===== src/hdl/wdg_pkg.sv =====
// Purpose: shared constants and types for the watchdog timer block
// Assumes: 40 MHz pclk, APB word access, register index times four is the byte address
// Notes: reserved period codes behave as the longest period
package wdg_pkg;

   // clock and oscillator rates
   localparam int unsigned PCLK_FREQ_HZ = 40000000;
   localparam int unsigned OSC_FREQ_HZ = 128000;
   localparam int unsigned OSC_DIV = PCLK_FREQ_HZ / OSC_FREQ_HZ;

   // period select
   localparam int unsigned BASE_CYCLES = 2048;
   localparam logic [3:0] PERIOD_MAX_CODE = 4'h9;
   localparam int unsigned CNT_W = 20;

   // protected change window
   localparam logic [7:0] KEY_SIG = 8'hD8;
   localparam logic [2:0] KEY_WINDOW = 3'h4;

   // apb address
   localparam int unsigned ADDR_W = 12;
   localparam logic [9:0] IDX_CTRL = 10'h031;
   localparam logic [9:0] IDX_CAUSE = 10'h03B;
   localparam logic [9:0] IDX_KEY = 10'h03C;
   localparam logic [9:0] IDX_CMD = 10'h03D;

   // field positions
   localparam int unsigned CTRL_FLAG_BIT = 7;
   localparam int unsigned CTRL_IE_BIT = 6;
   localparam int unsigned CTRL_WDP3_BIT = 5;
   localparam int unsigned CTRL_WDE_BIT = 3;
   localparam int unsigned CAUSE_DOG_BIT = 3;
   localparam int unsigned CMD_RESTART_BIT = 0;
   localparam int unsigned CMD_VECTOR_BIT = 1;
   localparam int unsigned CMD_GIE_BIT = 2;
   localparam int unsigned CMD_RUN_BIT = 3;
   localparam int unsigned CMD_KEY_OPEN_BIT = 4;

   // reset values
   localparam logic [7:0] CTRL_RESET = 8'h00;

   // control register layout, msb first
   typedef struct packed {
      logic flag;
      logic ie;
      logic wdp3;
      logic rsv;
      logic timeout_reset_enable;
      logic [2:0] wdp_lo;
   } wdg_ctrl_t;

   // action taken on an expiry
   typedef enum logic [1:0] {
      WDG_ACT_NONE = 2'b00,
      WDG_ACT_IRQ = 2'b01,
      WDG_ACT_RESET = 2'b10
   } wdg_act_t;

endpackage


===== src/hdl/wdg_timer.sv =====
// Purpose: watchdog timer with two safety levels, APB register access
// Assumes: one pclk domain; each APB write stands for one instruction
// Notes: restart, vector taken and global enable arrive through a command register
//
// Functional notes
// counter advances on a 128 kHz oscillator rate, independent of pclk rate; here the tick is pclk divided by OSC_DIV
// counter cleared by restart, by disabling, and by any device reset
// expiry with reset action enabled resets the device
// an enabled watchdog keeps counting in every sleep mode
// fuse unprogrammed gives level 1 disabled; programmed gives level 2 always on
// level 1: enabling and period free; disabling needs key then one write
// level 2: reset enable reads one; period changes only inside key window
// key value 0xD8 written to change key register opens the window
// flag bit 7 set on interrupt expiry; cleared by vector or write one
// interrupt taken only with global enable, interrupt enable bit 6 and flag
// enable bits pick stopped, interrupt, reset, interrupt-then-reset; fuse forces reset
// interrupt-then-reset: first expiry flags, vector clears, second expiry resets
// software re-arms interrupt enable after each interrupt, not inside handler
// reset enable bit 3 forced while watchdog cause flag is set
// period codes 0 to 9 give 2048 doubling to 1048576 oscillator cycles
// period field msb at bit 5, low bits at bits 2:0
// reset expiry gives a one pclk cycle reset pulse
// cause flag set by watchdog reset, cleared by power-on or writing zero
// window closing unused blocks protected writes until a new key
// writes and expiries pass safely between register and counter logic
`timescale 1ns/1ps
module wdg_timer #(
   parameter int unsigned OSC_DIV = wdg_pkg::OSC_DIV,
   parameter int unsigned BASE_CYCLES = wdg_pkg::BASE_CYCLES
) (
   // clock and reset
   input wire logic pclk,
   input wire logic presetn,
   // apb slave
   input wire logic psel,
   input wire logic penable,
   input wire logic pwrite,
   input wire logic [wdg_pkg::ADDR_W-1:0] paddr,
   input wire logic [31:0] pwdata,
   output logic [31:0] prdata,
   output logic pready,
   output logic pslverr,
   // fuse pin, low when programmed
   input wire logic watchdog_lock_fuse_n,
   // device outputs
   output logic wdt_irq,
   output logic wdt_reset
);

   // fuse synchroniser
   logic fuse_s1;
   logic fuse_s2;
   logic fuse_s3;
   logic fuse_q;

   // state
   wdg_pkg::wdg_ctrl_t ctrl;
   wdg_pkg::wdg_ctrl_t next_ctrl;
   logic dog_reset_cause_flag;
   logic next_cause;
   logic gie;
   logic [2:0] key_cnt;
   logic [31:0] next_prdata;

   // apb decode
   wire [9:0] idx = paddr[wdg_pkg::ADDR_W-1:2];
   wire aligned = (paddr[1:0] == 2'b00);
   wire hit_ctrl = aligned && (idx == wdg_pkg::IDX_CTRL);
   wire hit_cause = aligned && (idx == wdg_pkg::IDX_CAUSE);
   wire hit_key = aligned && (idx == wdg_pkg::IDX_KEY);
   wire hit_cmd = aligned && (idx == wdg_pkg::IDX_CMD);
   wire hit_any = hit_ctrl || hit_cause || hit_key || hit_cmd;
   wire access = psel && penable;
   wire setup = psel && !penable;
   wire wr = access && pwrite;
   wire wr_ctrl = wr && hit_ctrl;
   wire wr_cause = wr && hit_cause;
   wire wr_key = wr && hit_key;
   wire wr_cmd = wr && hit_cmd;

   // command strobes
   wire restart = wr_cmd && pwdata[wdg_pkg::CMD_RESTART_BIT];
   wire vector_taken = wr_cmd && pwdata[wdg_pkg::CMD_VECTOR_BIT];

   // mode decode
   wire level2 = !fuse_q;
   wire key_open = (key_cnt != 3'h0);
   wire wde_eff = level2 || ctrl.timeout_reset_enable || dog_reset_cause_flag;
   wire enabled = wde_eff || ctrl.ie;
   wire [3:0] period_code = {ctrl.wdp3, ctrl.wdp_lo};
   wire timeout;

   // write fields
   wire new_ie = pwdata[wdg_pkg::CTRL_IE_BIT];
   wire new_wde = pwdata[wdg_pkg::CTRL_WDE_BIT];
   wire new_wdp3 = pwdata[wdg_pkg::CTRL_WDP3_BIT];
   wire [2:0] new_wdp_lo = pwdata[2:0];
   wire flag_w1c = pwdata[wdg_pkg::CTRL_FLAG_BIT];

   // expiry action
   wdg_pkg::wdg_act_t act;
   assign act = !timeout ? wdg_pkg::WDG_ACT_NONE
              : level2 ? wdg_pkg::WDG_ACT_RESET
              : (wde_eff && (!ctrl.ie || ctrl.flag)) ? wdg_pkg::WDG_ACT_RESET
              : ctrl.ie ? wdg_pkg::WDG_ACT_IRQ
              : wdg_pkg::WDG_ACT_NONE;
   wire tmo_reset = (act == wdg_pkg::WDG_ACT_RESET);
   wire tmo_irq = (act == wdg_pkg::WDG_ACT_IRQ);

   // counter keeps running whatever the cpu sleep state is
   wdg_prescaler #(
      .OSC_DIV(OSC_DIV),
      .BASE_CYCLES(BASE_CYCLES)
   ) u_prescaler (
      .pclk(pclk),
      .presetn(presetn),
      .run(enabled),
      .clear(restart || !enabled || wdt_reset),
      .period_code(period_code),
      .timeout(timeout)
   );

   // fuse pin passes three flops, taken once the last two agree
   always_ff @(posedge pclk or negedge presetn) begin
      if (!presetn) begin
         fuse_s1 <= 1'b0;
         fuse_s2 <= 1'b0;
         fuse_s3 <= 1'b0;
      end else begin
         fuse_s1 <= watchdog_lock_fuse_n;
         fuse_s2 <= fuse_s1;
         fuse_s3 <= fuse_s2;
      end
   end

   // starts as programmed so the safe level holds until the pin settles
   always_ff @(posedge pclk or negedge presetn) begin
      if (!presetn) begin
         fuse_q <= 1'b0;
      end else if (fuse_s2 == fuse_s3) begin
         fuse_q <= fuse_s3;
      end
   end

   // key window, any control write or the count running out closes it
   always_ff @(posedge pclk or negedge presetn) begin
      if (!presetn) begin
         key_cnt <= 3'h0;
      end else if (wdt_reset) begin
         key_cnt <= 3'h0;
      end else if (wr_key && (pwdata[7:0] == wdg_pkg::KEY_SIG)) begin
         key_cnt <= wdg_pkg::KEY_WINDOW;
      end else if (wr_ctrl || !key_open) begin
         key_cnt <= 3'h0;
      end else begin
         key_cnt <= key_cnt - 3'h1;
      end
   end

   // control register next value
   always_comb begin
      next_ctrl = ctrl;
      if (wr_ctrl) begin
         next_ctrl.ie = new_ie;
         if (flag_w1c) begin
            next_ctrl.flag = 1'b0;
         end
         if (level2) begin
            if (key_open) begin
               next_ctrl.wdp3 = new_wdp3;
               next_ctrl.wdp_lo = new_wdp_lo;
            end
         end else begin
            next_ctrl.wdp3 = new_wdp3;
            next_ctrl.wdp_lo = new_wdp_lo;
            // clearing an enabled watchdog needs the open window
            next_ctrl.timeout_reset_enable = new_wde || (ctrl.timeout_reset_enable && !key_open);
         end
      end
      if (vector_taken) begin
         next_ctrl.flag = 1'b0;
         if (wde_eff) begin
            next_ctrl.ie = 1'b0;
         end
      end
      // an expiry beats a clear in the same cycle
      if (tmo_irq) begin
         next_ctrl.flag = 1'b1;
      end
      next_ctrl.rsv = 1'b0;
   end

   always_ff @(posedge pclk or negedge presetn) begin
      if (!presetn) begin
         ctrl <= wdg_pkg::CTRL_RESET;
      end else if (wdt_reset) begin
         ctrl <= wdg_pkg::CTRL_RESET;
      end else begin
         ctrl <= next_ctrl;
      end
   end

   // cause flag: write zero clears, watchdog reset sets and wins
   assign next_cause = wdt_reset ? 1'b1
                     : (wr_cause && !pwdata[wdg_pkg::CAUSE_DOG_BIT]) ? 1'b0
                     : dog_reset_cause_flag;

   always_ff @(posedge pclk or negedge presetn) begin
      if (!presetn) begin
         dog_reset_cause_flag <= 1'b0;
      end else begin
         dog_reset_cause_flag <= next_cause;
      end
   end

   // global enable mirrors the cpu status bit, dropped by device reset
   always_ff @(posedge pclk or negedge presetn) begin
      if (!presetn) begin
         gie <= 1'b0;
      end else if (wdt_reset) begin
         gie <= 1'b0;
      end else if (wr_cmd) begin
         gie <= pwdata[wdg_pkg::CMD_GIE_BIT];
      end
   end

   // reset pulse one pclk cycle long
   always_ff @(posedge pclk or negedge presetn) begin
      if (!presetn) begin
         wdt_reset <= 1'b0;
      end else begin
         wdt_reset <= tmo_reset;
      end
   end

   // interrupt request
   always_ff @(posedge pclk or negedge presetn) begin
      if (!presetn) begin
         wdt_irq <= 1'b0;
      end else begin
         wdt_irq <= gie && next_ctrl.ie && next_ctrl.flag && !wdt_reset;
      end
   end

   // read data, latched in the setup phase
   always_comb begin
      next_prdata = 32'h0000_0000;
      if (hit_ctrl) begin
         next_prdata[7:0] = {ctrl.flag, ctrl.ie, ctrl.wdp3, 1'b0, wde_eff, ctrl.wdp_lo};
      end else if (hit_cause) begin
         next_prdata[wdg_pkg::CAUSE_DOG_BIT] = dog_reset_cause_flag;
      end else if (hit_cmd) begin
         next_prdata[wdg_pkg::CMD_GIE_BIT] = gie;
         next_prdata[wdg_pkg::CMD_RUN_BIT] = enabled;
         next_prdata[wdg_pkg::CMD_KEY_OPEN_BIT] = key_open;
      end
   end

   always_ff @(posedge pclk or negedge presetn) begin
      if (!presetn) begin
         prdata <= 32'h0000_0000;
      end else if (setup && !pwrite) begin
         prdata <= next_prdata;
      end
   end

   // zero wait states; unmapped or unaligned answers with an error
   assign pready = 1'b1;
   assign pslverr = access && !hit_any;

endmodule


===== src/hdl/wdg_prescaler.sv =====
// Purpose: oscillator tick divider and period counter
// Assumes: run, clear and period_code come from pclk logic
// Notes: one pclk domain; the oscillator is a one-cycle enable
`timescale 1ns/1ps
module wdg_prescaler #(
   parameter int unsigned OSC_DIV = wdg_pkg::OSC_DIV,
   parameter int unsigned BASE_CYCLES = wdg_pkg::BASE_CYCLES
) (
   // clock and reset
   input wire logic pclk,
   input wire logic presetn,
   // control
   input wire logic run,
   input wire logic clear,
   input wire logic [3:0] period_code,
   // event
   output logic timeout
);

   logic [15:0] div_cnt;
   logic [wdg_pkg::CNT_W-1:0] cnt;
   wire osc_tick;
   wire [3:0] code_c;
   wire [wdg_pkg::CNT_W-1:0] term;
   wire at_term;

   // free running tick stands in for the 128 kHz oscillator
   assign osc_tick = (div_cnt == 16'(OSC_DIV - 1));
   // reserved codes clamp to the longest period
   assign code_c = (period_code > wdg_pkg::PERIOD_MAX_CODE) ? wdg_pkg::PERIOD_MAX_CODE
                                                            : period_code;
   assign term = wdg_pkg::CNT_W'((BASE_CYCLES << code_c) - 1);
   // a period shortened mid-count must not let the count run past its end
   assign at_term = (cnt >= term);

   always_ff @(posedge pclk or negedge presetn) begin
      if (!presetn) begin
         div_cnt <= 16'h0000;
      end else if (osc_tick) begin
         div_cnt <= 16'h0000;
      end else begin
         div_cnt <= div_cnt + 16'h0001;
      end
   end

   // no crossing needed: counter and register logic share pclk
   always_ff @(posedge pclk or negedge presetn) begin
      if (!presetn) begin
         cnt <= '0;
         timeout <= 1'b0;
      end else if (clear) begin
         cnt <= '0;
         timeout <= 1'b0;
      end else if (run && osc_tick) begin
         timeout <= at_term;
         cnt <= at_term ? '0 : cnt + 1'b1;
      end else begin
         timeout <= 1'b0;
      end
   end

endmodule


===== config.mk =====
export PLATFORM = sky130hd
export DESIGN_NAME = wdg_timer
export DESIGN_NICKNAME = d
export VERILOG_FILES = /design/src/hdl/wdg_pkg.sv /design/src/hdl/wdg_timer.sv /design/src/hdl/wdg_prescaler.sv
export SDC_FILE = /design/constraint.sdc
export NUM_CORES = 1
export LEC_CHECK = 0
export BUFFER_PORTS_ARGS = -buffer_cell sky130_fd_sc_hd__clkbuf_2
export CORE_MARGIN = 2
export CORE_UTILIZATION = 45
export CTS_CLUSTER_SIZE = 16
export DETAILED_ROUTE_END_ITERATION = 10
export GPL_ROUTABILITY_DRIVEN = 0
export MAX_ROUTING_LAYER = met4
export PLACE_DENSITY = 0.71
export SLEW_MARGIN = 40
export SYNTH_ARGS = -nofsm -noshare
export SYNTH_HDL_FRONTEND = slang
export SYNTH_HIERARCHICAL = 1
export SYNTH_SLANG_ARGS = --single-unit

===== constraint.sdc =====
create_clock -name pclk -period 2.9 [get_ports pclk]
set_input_delay 0.58 -clock pclk [delete_from_list [all_inputs] [get_ports pclk]]
set_output_delay 0.58 -clock pclk [all_outputs]
set_load 0.02 [all_outputs]

==> flow_summary_export.csv <==
group,metric,value,unit
route,route.detailed.wl_per_inst,13.71,µm
logic_synthesis,yosys_warnings,6,
logic_synthesis,xor_and_xnor_area_share_after_synthesis,7.176,%
logic_synthesis,syn-cell-area,3784,µm²
worst_setup_path,timing.critical_path.from_type,"flip-flop",
flow_run,cap_violations,0,
grt,initial_antenna_violation_count,0,
worst_setup_path,critical_path_arrival,2940,ps
min_path,holdCritPathClass,"input pin to async pin",
logic_synthesis,syn_inst,385,
placed_design,placement.cell_area,4068,µm²
logic_synthesis,post_synth_fa_ha_maj_area_fraction,4.894,%
cts,tritoncts_clock_tree,"done",
worst_setup_path,critPathMaxStageDelay,420,ps
die,num_io_pins,86,
route,num_vias,2902,
logic_synthesis,area_fraction_in_and_or_nand_and_nor_cells_after_synthesis,28.01,%
timing,finalSetupViolCount,0,
logic_synthesis,post_synthesis_compound_gate_area_fraction,9.160,%
logic_synthesis,synth.lib_cells_used.distinct,65,
route,drt-pass1-iter-count,4,
cells_and_area,finalInstanceArea,4315,µm²
logic_synthesis,async_reset_ff_share,100.0,%
route,drc,0,
grt,global_route.overflow_total,0,
timing,max_slew_margin,50.70,%
cts,cts_htree_levels,3,
logic_synthesis,yosys-mux-area-fraction,1.058,%
die,floorplan.die.height,95.70,µm
timing,final_hold_viol_count,0,
cts,cts_buffers,9,
die,die-area,9158,µm²
worst_setup_path,critPathMaxFanout,16,
logic_synthesis,synth.cells.most_frequent,"sky130_fd_sc_hd__dfrtp_1, sky130_fd_sc_hd__nor2_1, sky130_fd_sc_hd__buf_4, sky130_fd_sc_hd__nand2_1, sky130_fd_sc_hd__xnor2_1",
logic_synthesis,synth_enable_flop_cells,0,
logic_synthesis,synth_top_family_by_area,"simple AND/OR/NAND/NOR gates",
worst_setup_path,type_of_element_capturing_the_critical_path,"flip-flop",
die,placement_rows,33,
worst_setup_path,critical_path.endpoint,"u_prescaler/cnt[10]$_DFFE_PN0P_",
worst_setup_path,crit_start,"ctrl[1]$_DFFE_PN0P_",
worst_setup_path,cp_num_cells,14,
placed_design,dp_worst_setup_slack,19.85,ps
worst_setup_path,regToRegEndpoint,"u_prescaler/cnt[10]$_DFFE_PN0P_",
cts,insertion_delay,330,ps
timing,fmaxAchievable,0.3707,GHz
cells_and_area,n_antenna_cell,0,
timing,period_minus_slack,2698,ps
cells_and_area,num-nets-final,496,
worst_setup_path,timing.critical_path.required,3150,ps
worst_setup_path,crit_family,"simple AND/OR/NAND/NOR gates",
power,power_leakage,1.985,nW
worst_setup_path,r2r.worst_path.cells,14,
timing,tightest_slew,739.5,ps
worst_setup_path,critical_path.n_buffers_inverters,1,
placed_design,dp_hpwl,5.517,mm
grt,first_global_vias,2690,
cts,hold_fix_buffer_count_after_cts,0,
cts,cts.clk_slew.worst_paths,70,ps
outcome,outcome,"finished clean",
logic_synthesis,yosys.cell_count.top_type,"sky130_fd_sc_hd__dfrtp_1",
grt,global_route_wire_length_before_repair,12.34,mm
worst_setup_path,crit_path_frequent_cell,"sky130_fd_sc_hd__a21oi_1",
timing,timing.final.crit_share,93.02,%
worst_setup_path,critPathSlowestCell,"sky130_fd_sc_hd__dfrtp_1",
cells_and_area,share_of_post_route_cells_with_drive_strength_above_1,23.57,%
timing,finalWorstSetupSlack,202.4,ps
placed_design,number_of_port_buffers,36,
logic_synthesis,post-synth-top-area-cell,"sky130_fd_sc_hd__dfrtp_1",
worst_setup_path,critPathKind,"flip-flop to flip-flop",
power,vdd.ir_drop.worst,225.6,µV
cts,clock_sink_count,63,
worst_setup_path,r2r_slack,200,ps
grt,grt_max_degree,39,
cts,cts_root_buf,"sky130_fd_sc_hd__clkbuf_8",
cells_and_area,synthToLayoutAreaGrowth,14.05,%
logic_synthesis,portion_of_synthesized_cell_area_occupied_by_the_leading_cell_type,41.67,%
route,routed_wirelength,7.431,mm
logic_synthesis,cells_taking_the_most_area_after_synthesis,"sky130_fd_sc_hd__dfrtp_1, sky130_fd_sc_hd__xnor2_1, sky130_fd_sc_hd__buf_4",
route,drt.antenna.violating_nets,0,
logic_synthesis,synth_seq_area_share,41.67,%
cells_and_area,final.fill_count,747,
logic_synthesis,syn_avg_cell_area,9.828,µm²
grt,global_route.usage.total,17.89,%
cts,maximum_number_of_buffers_from_clock_root_to_sink,2,
timing,worst_clock_skew,10.40,ps
logic_synthesis,synth_seq_cells,63,
die,start_util,46.28,%
timing,max_slew_vio_count,0,
worst_setup_path,timing.critical_path.cells,"nor2_1 -> nand2_1 -> ha_2 -> nor4_2 -> a21oi_1 -> nor2_1 -> a21oi_1 -> ha_1 -> a21oi_1 -> o21ai_1 -> a21oi_2 -> a31oi_4 -> buf_12 -> nor3_1",
power,p_per_area,438.1,nW/µm²
logic_synthesis,yosys_most_used_dff,"sky130_fd_sc_hd__dfrtp_1",
die,die_x,95.70,µm
worst_setup_path,critical_path.reg2reg.startpoint,"ctrl[1]$_DFFE_PN0P_",
route,drt-vias-per-instance,5.354,
route,number_of_violations_reported_at_the_end_of_detailed_routing_iteration_0,142,
die,core_region_area,8175,µm²
==> how the worst min path moves through the flow <==
stage	end	slack, ps	cells after the start
2_1_floorplan	ctrl[0]$_DFFE_PN0P_	280	0
3_3_place_gp	fuse_s2$_DFF_PN0_	340	0
3_5_place_dp	fuse_s2$_DFF_PN0_	330	0
4_1_cts	prdata[4]$_DFFE_PN0P_	310	1
5_1_grt	u_prescaler/cnt[12]$_DFFE_PN0P_	330	1
6_report	prdata[0]$_DFFE_PN0P_	300	1
==> through the flow <==
step	utilization, %	power (mW)	setup TNS [ps]	hold slack, ps	instances
2_1_floorplan	-	1.081	0	284.4	408
3_3_place_gp	49.76	1.123	0	335.2	526
3_5_place_dp	49.76	1.129	0	334.7	526
4_1_cts	52.31	1.914	0	308.1	542
5_1_grt	52.79	1.994	-15.37	327.0	542
6_report	52.79	1.891	0	298.9	542
==> report_power, final <==
group / leakage (nW) / internal [mW] / switching (mW)
clock network: 0.109 / 0.465 / 0.314
logic: 1.03 / 0.0695 / 0.127
registers: 0.846 / 0.905 / 0.0103
total: 1.98 / 1.44 / 0.452
==> routing by layer <==
| layer | share of wire, % | vias up | global-route usage, % | routed length, µm |
|---|---|---|---|---|
| met2 | 47 | 74 | 28.38 | 3485 |
| met4 | 1.9 | 0 | 7.024 | 142 |
| met5 | 0 | - | - | 0 |
| li1 | - | 1426 | - | - |
| met3 | 4.8 | 12 | 3.524 | 358 |
| met1 | 46 | 1390 | 22.64 | 3444 |
==> kinds of logic (layout without fill, tap and decap cells) <==
group,count (synthesis),after routing
AND/OR/NAND/NOR,170,170
other,2,25
multiplexers,4,4
adder cells (fa/ha/maj),15,15
XOR/XNOR,31,31
buffers and inverters,50,79
AO/OA/AOI/OAI,50,50
flip-flops,63,63
==> repair_timing <==
action / CTS / global route
resized for setup: 0 / 10
endpoints found under the setup margin: 0 / 21
buffers inserted: 0 / 0
==> area by class of cell <==
class | count | area (µm²) | share of cell area, %
timing repair buffer | 50 | 310.3 | 7.190
sequential | 63 | 1577 | 36.53
tap | 105 | 131.4 | 3.044
clock buffer | 13 | 168.9 | 3.914
multi-input combinational | 295 | 2039 | 47.26
clock inverter | 3 | 40.04 | 0.9278
inverter | 13 | 48.80 | 1.131
==> state kept, by name, summed over array words and instances (netlist names) <==
| register | count |
|---|---|
| u_prescaler/timeout | 1 |
| ctrl | 7 |
| fuse_s2 | 1 |
| fuse_s3 | 1 |
| wdt_reset | 1 |
| gie | 1 |
| fuse_q | 1 |
| dog_reset_cause_flag | 1 |
| prdata | 8 |
| key_cnt | 3 |
| u_prescaler/cnt | 20 |
| u_prescaler/div_cnt | 16 |
| fuse_s1 | 1 |
| wdt_irq | 1 |
==> cells in the final DEF (no fill, tap or decap), types with 5 or more instances in the layout <==
cell type	synthesis	routed
sky130_fd_sc_hd__nor3_2	7	11
sky130_fd_sc_hd__a21oi_1	14	13
sky130_fd_sc_hd__clkbuf_2	0	36
sky130_fd_sc_hd__buf_4	27	12
sky130_fd_sc_hd__nand3_1	17	17
sky130_fd_sc_hd__o21ai_0	10	9
sky130_fd_sc_hd__nor3_1	19	15
sky130_fd_sc_hd__nor2_1	35	34
sky130_fd_sc_hd__nand2_1	27	27
sky130_fd_sc_hd__inv_1	13	13
sky130_fd_sc_hd__ha_1	14	13
sky130_fd_sc_hd__nand4_1	13	13
sky130_fd_sc_hd__xor2_1	7	7
sky130_fd_sc_hd__xnor2_1	24	24
sky130_fd_sc_hd__clkbuf_8	0	12
sky130_fd_sc_hd__conb_1	2	25
sky130_fd_sc_hd__dfrtp_1	63	63
sky130_fd_sc_hd__or2_2	5	5
sky130_fd_sc_hd__a22o_1	5	5
==> worst reg2reg max path: stages (launching register included) <==
cell,delay (ps)
sky130_fd_sc_hd__dfrtp_1,420
sky130_fd_sc_hd__nor2_1,140
sky130_fd_sc_hd__nand2_1,100
sky130_fd_sc_hd__ha_2,210
sky130_fd_sc_hd__nor4_2,270
sky130_fd_sc_hd__a21oi_1,70
sky130_fd_sc_hd__nor2_1,90
sky130_fd_sc_hd__a21oi_1,50
sky130_fd_sc_hd__ha_1,290
sky130_fd_sc_hd__a21oi_1,140
sky130_fd_sc_hd__o21ai_1,110
sky130_fd_sc_hd__a21oi_2,230
sky130_fd_sc_hd__a31oi_4,120
sky130_fd_sc_hd__buf_12,180
sky130_fd_sc_hd__nor3_1,180
Power figures use the tool's default switching activity.
